**src/design/sensor_i2c_defines.svh**
```systemverilog
// Constants of the sensor I2C command port: address, command codes, timing, counts
`ifndef SENSOR_I2C_DEFINES_SVH
`define SENSOR_I2C_DEFINES_SVH

// Fixed 7-bit target address
`define I2C_ADDR 7'h70

// Power state commands
`define CMD_SLEEP 16'hB098
`define CMD_WAKE 16'h3517

// Measurement commands: normal mode
`define CMD_MEAS_N_ST_T 16'h7CA2
`define CMD_MEAS_N_ST_H 16'h5C24
`define CMD_MEAS_N_NS_T 16'h7866
`define CMD_MEAS_N_NS_H 16'h58E0

// Measurement commands: low-power mode
`define CMD_MEAS_L_ST_T 16'h6458
`define CMD_MEAS_L_ST_H 16'h44DE
`define CMD_MEAS_L_NS_T 16'h609C
`define CMD_MEAS_L_NS_H 16'h401A

// Power-up delay in microseconds and core clock rate in MHz
`define POWER_UP_DELAY_US 240
`define CLK_FREQ_MHZ 50

// Bit and byte counts
`define BIT_LAST 3'h7
`define BIT_FIRST 3'h0
`define RD_LAST_BYTE 3'h5
`define CMD_LAST_BYTE 3'h1
`define BYTE_FIRST 3'h0
`define BYTE_STEP 3'h1

`endif

```
**src/design/sensor_i2c_pkg.sv**
```systemverilog
// Types shared by the sensor I2C command port
package sensor_i2c_pkg;

    // Measurement options selected by a command
    typedef struct packed {
        logic low_power;  // Low-power conversion
        logic stretch;    // Clock stretching on read
        logic hum_first;  // Humidity word sent first
    } meas_cfg_t;

    // Result set from the sensor core
    typedef struct packed {
        logic [15:0] hum;
        logic [7:0] hum_crc;
        logic [15:0] temp;
        logic [7:0] temp_crc;
    } result_t;

    // Target-side protocol states
    typedef enum logic [2:0] {
        ST_IDLE,
        ST_ADDR,
        ST_WR,
        ST_ACK,
        ST_STRETCH,
        ST_RD,
        ST_RD_ACK,
        ST_IGNORE
    } i2c_state_t;

endpackage : sensor_i2c_pkg

```
**src/design/sensor_i2c_command_port.sv**
```systemverilog
// I2C target command port of a humidity and temperature sensor
//
// Function
// Standard, fast, fast-plus speeds, SCL up to 1 MHz
// Stretching command lets device hold SCL low
// Master drives lines only low, pull-ups high
// Commands form a 16-bit address space
// Respond only to address 0x70
// Transactions open with START, STOP optional
// Wait power-up delay, then enter idle
// Command 0xB098 puts device to sleep
// Wake-up 0x3517 leaves sleep first
// Every measurement converts temperature and humidity
// Decode four normal-mode measurement codes
// Decode four low-power measurement codes
// Cycle: wake, measure, read, sleep, framed
// Stay idle until sleep or transfer
// No stretching: NACK headers while measuring
// Stretching: ACK read, hold SCL, then send
// Readout: two data, checksum, twice
// Pins are open-drain, pull low only
// Command is two bytes, MSB first, acked
`timescale 1ns/1ps
`default_nettype none
`include "sensor_i2c_defines.svh"

module sensor_i2c_command_port import sensor_i2c_pkg::*; #(
    // Power-up delay in core clock cycles, shortened in simulation
    parameter int unsigned POWER_UP_CYCLES = `POWER_UP_DELAY_US * `CLK_FREQ_MHZ
) (
    // Clock and reset
    input wire logic core_clk_i,
    input wire logic nrst_i,
    // I2C pins, open drain
    input wire logic scl_i,
    output logic scl_o,
    output logic scl_oe_n_o,
    input wire logic sda_i,
    output logic sda_o,
    output logic sda_oe_n_o,
    // Sensor core
    output logic meas_start_o,
    output meas_cfg_t meas_cfg_o,
    input wire logic meas_done_i,
    input wire result_t result_i,
    // Status
    output logic ready_o,
    output logic sleep_o,
    output logic busy_o
);

    // Synchronised pins and their previous values
    logic scl_s;
    logic sda_s;
    logic scl_d_reg;
    logic sda_d_reg;

    // Protocol state
    i2c_state_t state_reg;
    logic [2:0] bit_cnt_reg;     // Bit within current byte
    logic byte_done_reg;         // Eighth bit sampled
    logic [7:0] rx_shift_reg;    // Received byte, MSB first
    logic [7:0] tx_shift_reg;    // Byte being sent
    logic [2:0] byte_idx_reg;    // Command or readout byte index
    logic [7:0] cmd_hi_reg;      // First command byte
    logic hdr_read_reg;          // Header asked for a read
    logic hdr_phase_reg;         // Current ack follows a header
    logic more_reg;              // Master acked last read byte and it was not the sixth

    // Power-up and sensor state
    logic [15:0] pu_cnt_reg;     // Power-up delay counter
    logic result_valid_reg;      // Completed result held
    result_t result_reg;         // Captured result words

    sync_2ff u_scl_sync (
        .clk_i(core_clk_i),
        .nrst_i(nrst_i),
        .d_i(scl_i),
        .q_o(scl_s)
    );

    sync_2ff u_sda_sync (
        .clk_i(core_clk_i),
        .nrst_i(nrst_i),
        .d_i(sda_i),
        .q_o(sda_s)
    );

    // Bus events; SCL is sampled well above 1 MHz, so every edge is seen
    wire scl_rise = scl_s & ~scl_d_reg;
    wire scl_fall = ~scl_s & scl_d_reg;
    wire start_cond = scl_s & scl_d_reg & sda_d_reg & ~sda_s;
    wire stop_cond = scl_s & scl_d_reg & ~sda_d_reg & sda_s;

    // Header decode
    wire addr_hit = (rx_shift_reg[7:1] == `I2C_ADDR);
    wire hdr_is_read = rx_shift_reg[0];
    wire read_ok = ~sleep_o & (busy_o ? meas_cfg_o.stretch : result_valid_reg);
    wire hdr_ack = ready_o & addr_hit & (hdr_is_read ? read_ok : ~busy_o);
    wire data_ack = (byte_idx_reg <= `CMD_LAST_BYTE);

    // Command decode over the 16-bit command word
    wire [15:0] cmd_word = {cmd_hi_reg, rx_shift_reg};
    wire cmd_is_sleep = (cmd_word == `CMD_SLEEP);
    wire cmd_is_wake = (cmd_word == `CMD_WAKE);
    wire m_n_st_t = (cmd_word == `CMD_MEAS_N_ST_T);
    wire m_n_st_h = (cmd_word == `CMD_MEAS_N_ST_H);
    wire m_n_ns_t = (cmd_word == `CMD_MEAS_N_NS_T);
    wire m_n_ns_h = (cmd_word == `CMD_MEAS_N_NS_H);
    wire m_l_st_t = (cmd_word == `CMD_MEAS_L_ST_T);
    wire m_l_st_h = (cmd_word == `CMD_MEAS_L_ST_H);
    wire m_l_ns_t = (cmd_word == `CMD_MEAS_L_NS_T);
    wire m_l_ns_h = (cmd_word == `CMD_MEAS_L_NS_H);
    wire cmd_is_low = m_l_st_t | m_l_st_h | m_l_ns_t | m_l_ns_h;
    wire cmd_is_meas = cmd_is_low | m_n_st_t | m_n_st_h | m_n_ns_t | m_n_ns_h;
    wire cmd_stretch = m_n_st_t | m_n_st_h | m_l_st_t | m_l_st_h;
    wire cmd_hum_first = m_n_st_h | m_n_ns_h | m_l_st_h | m_l_ns_h;
    wire cmd_last = (byte_idx_reg == `CMD_LAST_BYTE);
    wire pu_done = (pu_cnt_reg == 16'(POWER_UP_CYCLES - 1));

    // Readout byte selection
    wire [2:0] next_idx = byte_idx_reg + `BYTE_STEP;
    wire [47:0] tx_stream = meas_cfg_o.hum_first ?
        {result_reg.hum, result_reg.hum_crc, result_reg.temp, result_reg.temp_crc} :
        {result_reg.temp, result_reg.temp_crc, result_reg.hum, result_reg.hum_crc};
    wire [7:0] tx_first = tx_stream[47:40];
    wire [7:0] tx_next = tx_stream[47 - 8 * next_idx -: 8];

    // Edge history for start, stop and SCL edges
    always_ff @(posedge core_clk_i or negedge nrst_i) begin
        if (!nrst_i) begin
            scl_d_reg <= 1'b1;
            sda_d_reg <= 1'b1;
        end else begin
            scl_d_reg <= scl_s;
            sda_d_reg <= sda_s;
        end
    end

    // Power-up delay; bus is ignored until idle is reached
    always_ff @(posedge core_clk_i or negedge nrst_i) begin
        if (!nrst_i) begin
            pu_cnt_reg <= 16'h0000;
            ready_o <= 1'b0;
        end else if (!ready_o) begin
            pu_cnt_reg <= pu_cnt_reg + 16'h0001;
            ready_o <= pu_done;
        end
    end

    // Pin drivers only ever pull low; enables carry the level
    always_ff @(posedge core_clk_i or negedge nrst_i) begin
        if (!nrst_i) begin
            scl_o <= 1'b0;
            sda_o <= 1'b0;
        end else begin
            scl_o <= 1'b0;
            sda_o <= 1'b0;
        end
    end

    // Protocol engine, command execution and measurement bookkeeping
    always_ff @(posedge core_clk_i or negedge nrst_i) begin
        if (!nrst_i) begin
            state_reg <= ST_IDLE;
            bit_cnt_reg <= `BIT_FIRST;
            byte_done_reg <= 1'b0;
            rx_shift_reg <= 8'h00;
            tx_shift_reg <= 8'h00;
            byte_idx_reg <= `BYTE_FIRST;
            cmd_hi_reg <= 8'h00;
            hdr_read_reg <= 1'b0;
            hdr_phase_reg <= 1'b0;
            more_reg <= 1'b0;
            scl_oe_n_o <= 1'b1;
            sda_oe_n_o <= 1'b1;
            meas_start_o <= 1'b0;
            meas_cfg_o <= '0;
            sleep_o <= 1'b0;
            busy_o <= 1'b0;
            result_valid_reg <= 1'b0;
            result_reg <= '0;
        end else begin
            meas_start_o <= 1'b0;
            // Completion first, so a start in the same cycle wins
            if (meas_done_i && busy_o) begin
                busy_o <= 1'b0;
                result_valid_reg <= 1'b1;
                result_reg <= result_i;
            end
            if (!ready_o) begin
                // Held idle through the power-up delay
                state_reg <= ST_IDLE;
            end else if (start_cond) begin
                // START or repeated START always restarts the header
                state_reg <= ST_ADDR;
                bit_cnt_reg <= `BIT_FIRST;
                byte_done_reg <= 1'b0;
                sda_oe_n_o <= 1'b1;
            end else if (stop_cond) begin
                state_reg <= ST_IDLE;
                sda_oe_n_o <= 1'b1;
            end else begin
                case (state_reg)
                    ST_ADDR, ST_WR: begin
                        // Sample on rising SCL, answer on the following fall
                        if (scl_rise) begin
                            rx_shift_reg <= {rx_shift_reg[6:0], sda_s};
                            bit_cnt_reg <= bit_cnt_reg + `BYTE_STEP;
                            byte_done_reg <= (bit_cnt_reg == `BIT_LAST);
                        end else if (scl_fall && byte_done_reg) begin
                            byte_done_reg <= 1'b0;
                            if (state_reg == ST_ADDR) begin
                                hdr_phase_reg <= 1'b1;
                                hdr_read_reg <= hdr_is_read;
                                byte_idx_reg <= `BYTE_FIRST;
                                sda_oe_n_o <= ~hdr_ack;
                                state_reg <= hdr_ack ? ST_ACK : ST_IGNORE;
                            end else begin
                                hdr_phase_reg <= 1'b0;
                                sda_oe_n_o <= ~data_ack;
                                state_reg <= data_ack ? ST_ACK : ST_IGNORE;
                                byte_idx_reg <= next_idx;
                                if (byte_idx_reg == `BYTE_FIRST) begin
                                    cmd_hi_reg <= rx_shift_reg;
                                end
                                if (cmd_last && sleep_o) begin
                                    // Asleep, only the wake-up code is obeyed
                                    sleep_o <= ~cmd_is_wake;
                                end else if (cmd_last && cmd_is_sleep) begin
                                    sleep_o <= 1'b1;
                                end else if (cmd_last && cmd_is_meas) begin
                                    meas_start_o <= 1'b1;
                                    meas_cfg_o <= '{cmd_is_low, cmd_stretch, cmd_hum_first};
                                    busy_o <= 1'b1;
                                    result_valid_reg <= 1'b0;
                                end
                            end
                        end
                    end
                    ST_ACK: begin
                        // Ack bit ends on the falling SCL edge
                        if (scl_fall) begin
                            bit_cnt_reg <= `BIT_FIRST;
                            if (!hdr_phase_reg || !hdr_read_reg) begin
                                sda_oe_n_o <= 1'b1;
                                state_reg <= ST_WR;
                            end else if (busy_o) begin
                                // Hold SCL low until the result is in
                                sda_oe_n_o <= 1'b1;
                                scl_oe_n_o <= 1'b0;
                                state_reg <= ST_STRETCH;
                            end else begin
                                tx_shift_reg <= tx_first;
                                sda_oe_n_o <= tx_first[7];
                                state_reg <= ST_RD;
                            end
                        end
                    end
                    ST_STRETCH: begin
                        // Release SCL and put the first bit on SDA in the same cycle
                        if (result_valid_reg) begin
                            scl_oe_n_o <= 1'b1;
                            tx_shift_reg <= tx_first;
                            sda_oe_n_o <= tx_first[7];
                            state_reg <= ST_RD;
                        end
                    end
                    ST_RD: begin
                        // Next bit goes out on each falling SCL
                        if (scl_fall) begin
                            if (bit_cnt_reg == `BIT_LAST) begin
                                sda_oe_n_o <= 1'b1;
                                state_reg <= ST_RD_ACK;
                            end else begin
                                tx_shift_reg <= {tx_shift_reg[6:0], 1'b0};
                                sda_oe_n_o <= tx_shift_reg[6];
                                bit_cnt_reg <= bit_cnt_reg + `BYTE_STEP;
                            end
                        end
                    end
                    ST_RD_ACK: begin
                        // Master NACK or end of six bytes stops the readout
                        if (scl_rise) begin
                            more_reg <= ~sda_s && (byte_idx_reg < `RD_LAST_BYTE);
                            tx_shift_reg <= tx_next;
                        end else if (scl_fall) begin
                            bit_cnt_reg <= `BIT_FIRST;
                            if (more_reg) begin
                                byte_idx_reg <= next_idx;
                                sda_oe_n_o <= tx_shift_reg[7];
                                state_reg <= ST_RD;
                            end else begin
                                state_reg <= ST_IGNORE;
                            end
                        end
                    end
                    ST_IDLE, ST_IGNORE: begin
                        // Wait for the next START
                        sda_oe_n_o <= 1'b1;
                    end
                    default: begin
                        state_reg <= ST_IDLE;
                    end
                endcase
            end
        end
    end

endmodule : sensor_i2c_command_port
`default_nettype wire

```
**src/design/sync_2ff.sv**
```systemverilog
// Two flip-flop synchroniser for one bus pin
`timescale 1ns/1ps
`default_nettype none

module sync_2ff (
    // Clock and reset
    input wire logic clk_i,
    input wire logic nrst_i,
    // Asynchronous level in, synchronised level out
    input wire logic d_i,
    output logic q_o
);

    logic meta_reg;  // First stage, read only by the second

    // Idle bus level is high, so reset to one
    always_ff @(posedge clk_i or negedge nrst_i) begin
        if (!nrst_i) begin
            meta_reg <= 1'b1;
            q_o <= 1'b1;
        end else begin
            meta_reg <= d_i;
            q_o <= meta_reg;
        end
    end

endmodule : sync_2ff
`default_nettype wire

```
**config.mk**
```make
export PLATFORM = sky130hd
export DESIGN_NAME = sensor_i2c_command_port
export DESIGN_NICKNAME = d
export VERILOG_FILES = /design/src/design/sensor_i2c_pkg.sv /design/src/design/sensor_i2c_command_port.sv /design/src/design/sync_2ff.sv
export VERILOG_INCLUDE_DIRS = /design/src /design/src/design
export SDC_FILE = /design/constraint.sdc
export NUM_CORES = 1
export LEC_CHECK = 0
export ABC_AREA = 1
export BUFFER_PORTS_ARGS = -buffer_cell sky130_fd_sc_hd__buf_2
export CORE_UTILIZATION = 32
export CTS_CLUSTER_SIZE = 8
export DETAILED_ROUTE_END_ITERATION = 8
export SETUP_SLACK_MARGIN = 0.3
export SYNTH_ARGS = -nofsm -noshare
export SYNTH_HDL_FRONTEND = slang
export SYNTH_SLANG_ARGS = --single-unit
```
**constraint.sdc**
```tcl
create_clock -name core_clk_i -period 2.33 [get_ports core_clk_i]
set_input_delay 0.233 -clock core_clk_i [delete_from_list [all_inputs] [get_ports core_clk_i]]
set_output_delay 0.233 -clock core_clk_i [all_outputs]
set_load 0.01 [all_outputs]
```
* Yosys cells after proc, flatten, opt, wreduce, memory -nomap -nowiden
Index checks and enable logic that the tools add are counted.
** Word-level totals
- Flip-flop bits (word level) :: 117
- Latch bits :: 0
- RAM bits :: 0
- Memory bits (read-only) :: 0
- Input port bits :: 53
- Output and inout port bits :: 11
- Logic and storage cells :: 271
- Memories kept :: 0
** Cells by class
- Add/subtract/negate cells :: 4
- $mul :: 0
- Div/mod/pow operators :: 0
- Magnitude comparators :: 2
- Eq/ne operators :: 56
- Shift-type cells :: 1
- Mux-type cells :: 105
- Bitwise gates (word level) :: 38
- Reduce and logical (&&, ||, !) cells :: 34
** Operators with widths (count)
- == test 16 x 15 -> 1 bit, second input constant :: 8
- 2-to-1 mux 3 bit :: 28
- 2-to-1 mux 1 bit :: 62
- 2-to-1 mux 8 bit :: 7
- indexed part select 55 x 33 -> 8 bit :: 1
- 2-to-1 mux 48 bit :: 1
- inequality test 5 bit, second input constant :: 8
- == test 16 x 14 -> 1 bit, second input constant :: 2
- inequality test 4 bit, second input constant :: 8
- one-hot mux 8 bit (4 select lines) :: 1
- inequality test 2 bit, second input constant :: 14
- AND reduction 9 bit :: 3
- AND reduction 8 bit :: 3
- adder 16 x 1 -> 16 bit, second input constant :: 1
- == test 16 bit, second input constant :: 1
- == test 3 bit, second input constant :: 5
- NOT 1 bit :: 15
- one-hot mux 3 bit (5 select lines) :: 1
- AND reduction 7 bit :: 2
- OR 1 bit :: 13
- inequality test 3 bit, second input constant :: 4
- one-hot mux 3 bit (4 select lines) :: 1
- AND reduction 11 bit :: 1
- AND 1 bit :: 10
- other kinds (25) :: 40

* Depth between registers and ports, before layout
- Depth after elaboration :: 19
- Mapped depth :: 13
- Depth with buffers taken out :: 11

* Modules after synthesis
Synthesis repeated with hierarchy kept, for this count alone.
** Unflattened totals
- Cell total of the unflattened synthesis :: 882
- Area total of the unflattened synthesis :: 6628.9 µm²
** By module, submodules not included
- sensor_i2c_command_port :: instances 1, cells an instance 878, area each 6523.8 µm², seq. area each 2832.7 µm²
- sync_2ff :: instances 2, cells an instance 2, area each 52.6 µm², seq. area each 52.6 µm²

* Least setup slack after synthesis
No wires, ideal clock.
- Path type :: register to register
- From :: reg byte_idx_reg[0]
- To :: reg tx_shift_reg[1]
- Setup time :: 0.065 ns
- Arrival time :: 2.175 ns
- Required time :: 2.265 ns
- Setup slack :: 0.090 ns
- Stages on the path, launching flop included :: 13
- Buffers on the path :: 3
- Clock period less this slack :: 2.240 ns
- Cell sequence :: dfrtp_1 -> clkbuf_1 -> inv_2 -> buf_2 -> ha_1 -> ha_1 -> clkbuf_1 -> inv_1 -> a21oi_1 -> nand2_1 -> nand2_1 -> nand2_1 -> nand2_1
** Between the ends
- Word-level cells in the longest chain between the ends :: 5
** Ends and longest elaborated chain
- start, declared :: line sensor_i2c_command_port.sv:64 : logic [2:0] byte_idx_reg;
- start signal, assigned :: line sensor_i2c_command_port.sv:170 : byte_idx_reg <= `BYTE_FIRST;
- start signal, assigned :: line sensor_i2c_command_port.sv:216 : byte_idx_reg <= `BYTE_FIRST;
- start signal, assigned :: line sensor_i2c_command_port.sv:223 : byte_idx_reg <= next_idx;
- adder 3 x 1 -> 3 bit (no line)
- subtractor 6 x 6 -> 7 bit :: line sensor_i2c_command_port.sv:127 : wire [7:0] tx_next = tx_stream[47 - 8 * next_idx -: 8];
- indexed part select 55 x 33 -> 8 bit :: line sensor_i2c_command_port.sv:127
- 2-to-1 mux 8 bit :: line sensor_i2c_command_port.sv:284 : if (scl_rise) begin
- one-hot mux 8 bit (4 select lines) :: line sensor_i2c_command_port.sv:204 : case (state_reg)
- end signal, assigned :: line sensor_i2c_command_port.sv:254 : tx_shift_reg <= tx_first;
- end signal, assigned :: line sensor_i2c_command_port.sv:276 : tx_shift_reg <= {tx_shift_reg[6:0], 1'b0};
- end signal, assigned :: line sensor_i2c_command_port.sv:286 : tx_shift_reg <= tx_next;
- end, declared :: line sensor_i2c_command_port.sv:63 : logic [7:0] tx_shift_reg;
Every way passes these cells. The select of a mux whose other input is x is not followed.
A chain may end at the register's enable or synchronous reset.

* Worst setup path in the final report
- From :: reg u_scl_sync.q_o
- To :: reg rx_shift_reg[1]
** Between the ends
- Word-level cells in the longest chain between the ends :: 5
- Elaborated cells on any way between the ends :: 9
- Those cells by class :: bitwise (8); reduce/logical (1)
** Ends and longest elaborated chain
- start, declared :: line sync_2ff.sv:11 : output logic q_o
- start signal, assigned :: line sync_2ff.sv:23 : q_o <= meta_reg;
- AND 1 bit :: line sensor_i2c_command_port.sv:92, sensor_i2c_command_port.sv:93
- AND 1 bit, on equally long branches (2 in a row) :: line sensor_i2c_command_port.sv:93, sensor_i2c_command_port.sv:92
- NOT 1 bit (no line)
- AND reduction 5 bit (no line) *
- end signal, assigned :: line sensor_i2c_command_port.sv:208 : rx_shift_reg <= {rx_shift_reg[6:0], sda_s};
- end, declared :: line sensor_i2c_command_port.sv:62 : logic [7:0] rx_shift_reg;
Mark *: on every way between the ends. The rest lies on a longest branch, timed or not.

==> metrics.cfg <==
[setup_path]
crit_type=flop to flop
crit_top_cell=nand2_1
critical-path-top-delay-family=simple AND/OR/NAND/NOR gates
cp.required_ns=2.62
regToRegStartpoint=u_scl_sync.q_o
r2r_cells=6
cp.arrival_ns=2.12
worst_setup_path_end_kind=flop
startpoint=u_scl_sync.q_o
worstPathCellList=inv_1 -> or2_0 -> nor2_1 -> nand2_1 -> nand2_1 -> o21ai_1
critical_path_peak_fanout=16
cp_slowest_cell=dfstp_2
r2r_end=rx_shift_reg[1]
regToRegSetupSlack_ns=0.49
crit_buf_inv=1
max_stage_delay_ns=0.55
worst_setup_path_start_kind=flop

[synthesis]
yosys_register_bits=117
synth_edf_count=0
seq_area_frac_synth=0.442
synth_top_area_frac=0.411
synth_area_um2=6640
syn_area_per_cell_um2=7.45
synthArstFlopShare=1.00
yosys.area.top_type=dfrtp_1
yosys_warnings=0
synthTopCellsByArea=dfrtp_1 (41%), nand2_1 (14%), inv_1 (5.6%)
synthFlopType=dfrtp_1
synth_cells=892
ys_types=36

[sta]
fin_crit_sh=0.789
rsz0062_at_grt=no
slew-limit-headroom=0.625
finalSetupViolCount=0
hold_violations=0
tns_ns=0
finalClockSkew_ns=0.00798
worst_pin_slew_ns=0.561
fmax_ghz=0.544
drv_slew=0
post-route-min-period_ns=1.84

[global_route]
grt_overflow_total=0
grt_usage=0.162
grt_pass1_wl_um=27700
grt_pass1_vias=5507
antenna_found_initial=0
grt_max_degree=73

[power_and_ir_drop]
switching_power_w=0.00127
combPwrFrac=0.063
p_leak_nw=4.01
power_frac_clock=0.523
power_density_nw_per_um2=670
ir_drop_v=0.000501
p_seq_frac=0.413
p_int_w=0.00408
sw_frac_of_total=0.238

[cts]
cts-htree-levels=4
insertion_delay_ns=0.42
cts_buffers=17
path_clk_slew_ns=0.06
cts_sinks=117
cts_tree=yes
root_buffer=clkbuf_16
clk_path_buf_depth=2

[layout]
final_cell_area_um2=7980
syn_to_final_growth_pct=20.2
nNetsFinal=1018
num_antenna_cells=0
fin_util=0.393
drive_above_1_share=0.177
final_cells=1241
largest_reg_flops=48
layout_common_cells=nand2_1 (239), dfrtp_1 (108), inv_1 (99)
final_common_cell=nand2_1

[routing]
ant_nets=0
via_per_inst=4.71
drt_iter0_markers=353
drcViolationCount=0
drtPass1Iterations=5
vias=5848
wl_per_cell_um=13.4
finalWirelength_um=16600

[floorplan]
die_area_um2=21300
die_y_um=146
rows=52
boundaryPins=64
die_x_um=146
core_um2=20300
start_util=0.327

[hold_path]
hp-class=primary input to flop
hold_start=result_i[15]
hold_depth=2
min_to=result_reg[15]

[placement]
place_inst=1204
gp_congestion=0.916
dp_hpwl_um=12100
placed_cell_area_um2=7300
io_buffers=61

[outcome]
status=completed

[job]
maxCapViolCount=0

area by class of cell:
cell class                      count  area (um^2)
Multi-Input combinational cell    633         3160
Fill cell                        2120        12300
Clock buffer                       20          467
Sequential cell                   117         2940
Clock inverter                     12          166
Inverter                          111          419
Tap cell                          270          338
Timing Repair Buffer               78          493
layer usage:
layer | global-route usage | part of all wire | vias up
li1 | - | - | 3003
met1 | 0.225 | 0.49 | 2702
met2 | 0.253 | 0.46 | 130
met3 | 0.0322 | 0.038 | 13
met4 | 0.0557 | 0.012 | 0
met5 | 0 | 0 | -
power by group through the flow:
stage / clock network, W / registers [W] / logic, W
2_1_floorplan: 0 / 0.00222 / 0.000202
3_3_place_gp: 0 / 0.00224 / 0.000338
3_5_place_dp: 0 / 0.00224 / 0.000341
4_1_cts: 0.00285 / 0.00221 / 0.000347
5_1_grt: 0.00295 / 0.00222 / 0.000394
6_report: 0.00280 / 0.00221 / 0.000339
logic make-up after synthesis:
family,count (synthesis),share of synthesized area
mux,22,0.0373
simple gates,436,0.275
compound gates,151,0.128
xor+xnor,14,0.0185
buf+inv,144,0.0851
fa+ha+maj,7,0.0132
flops,117,0.442
other cells,1,0.000564
per-stage QoR:
stage	hold WS, ns	setup slack, ns	total power (W)
2_1_floorplan	-0.0626	0.343	0.00242
3_3_place_gp	0.227	0.450	0.00258
3_5_place_dp	0.226	0.424	0.00258
4_1_cts	0.0241	0.402	0.00540
5_1_grt	0.0227	0.306	0.00557
6_report	0.0383	0.492	0.00535
cell usage after synthesis (11+ instances only):
master / count
nand2_1: 240
dfrtp_1: 109
inv_1: 100
nor2_1: 99
nand3_1: 66
a21oi_1: 61
o21ai_0: 42
mux2_2: 22
clkbuf_1: 18
o211ai_1: 18
o21ai_1: 13
buf_2: 11
worst max-delay path by stage:
stage	end	slack [ns]	depth (start not counted)
2_1_floorplan	tx_shift_reg[1]	0.34	12
3_3_place_gp	tx_shift_reg[6]	0.45	9
3_5_place_dp	tx_shift_reg[1]	0.42	9
4_1_cts	tx_shift_reg[6]	0.40	9
5_1_grt	tx_shift_reg[4]	0.31	9
6_report	rx_shift_reg[1]	0.49	6
repair_timing:
item	CTS	global route
setup endpoints to repair	0	10
buffers inserted	0	1
hold endpoints to repair	27	0
hold buffers	3	0
resized for setup	0	4
(Power assumes the default switching activity.)
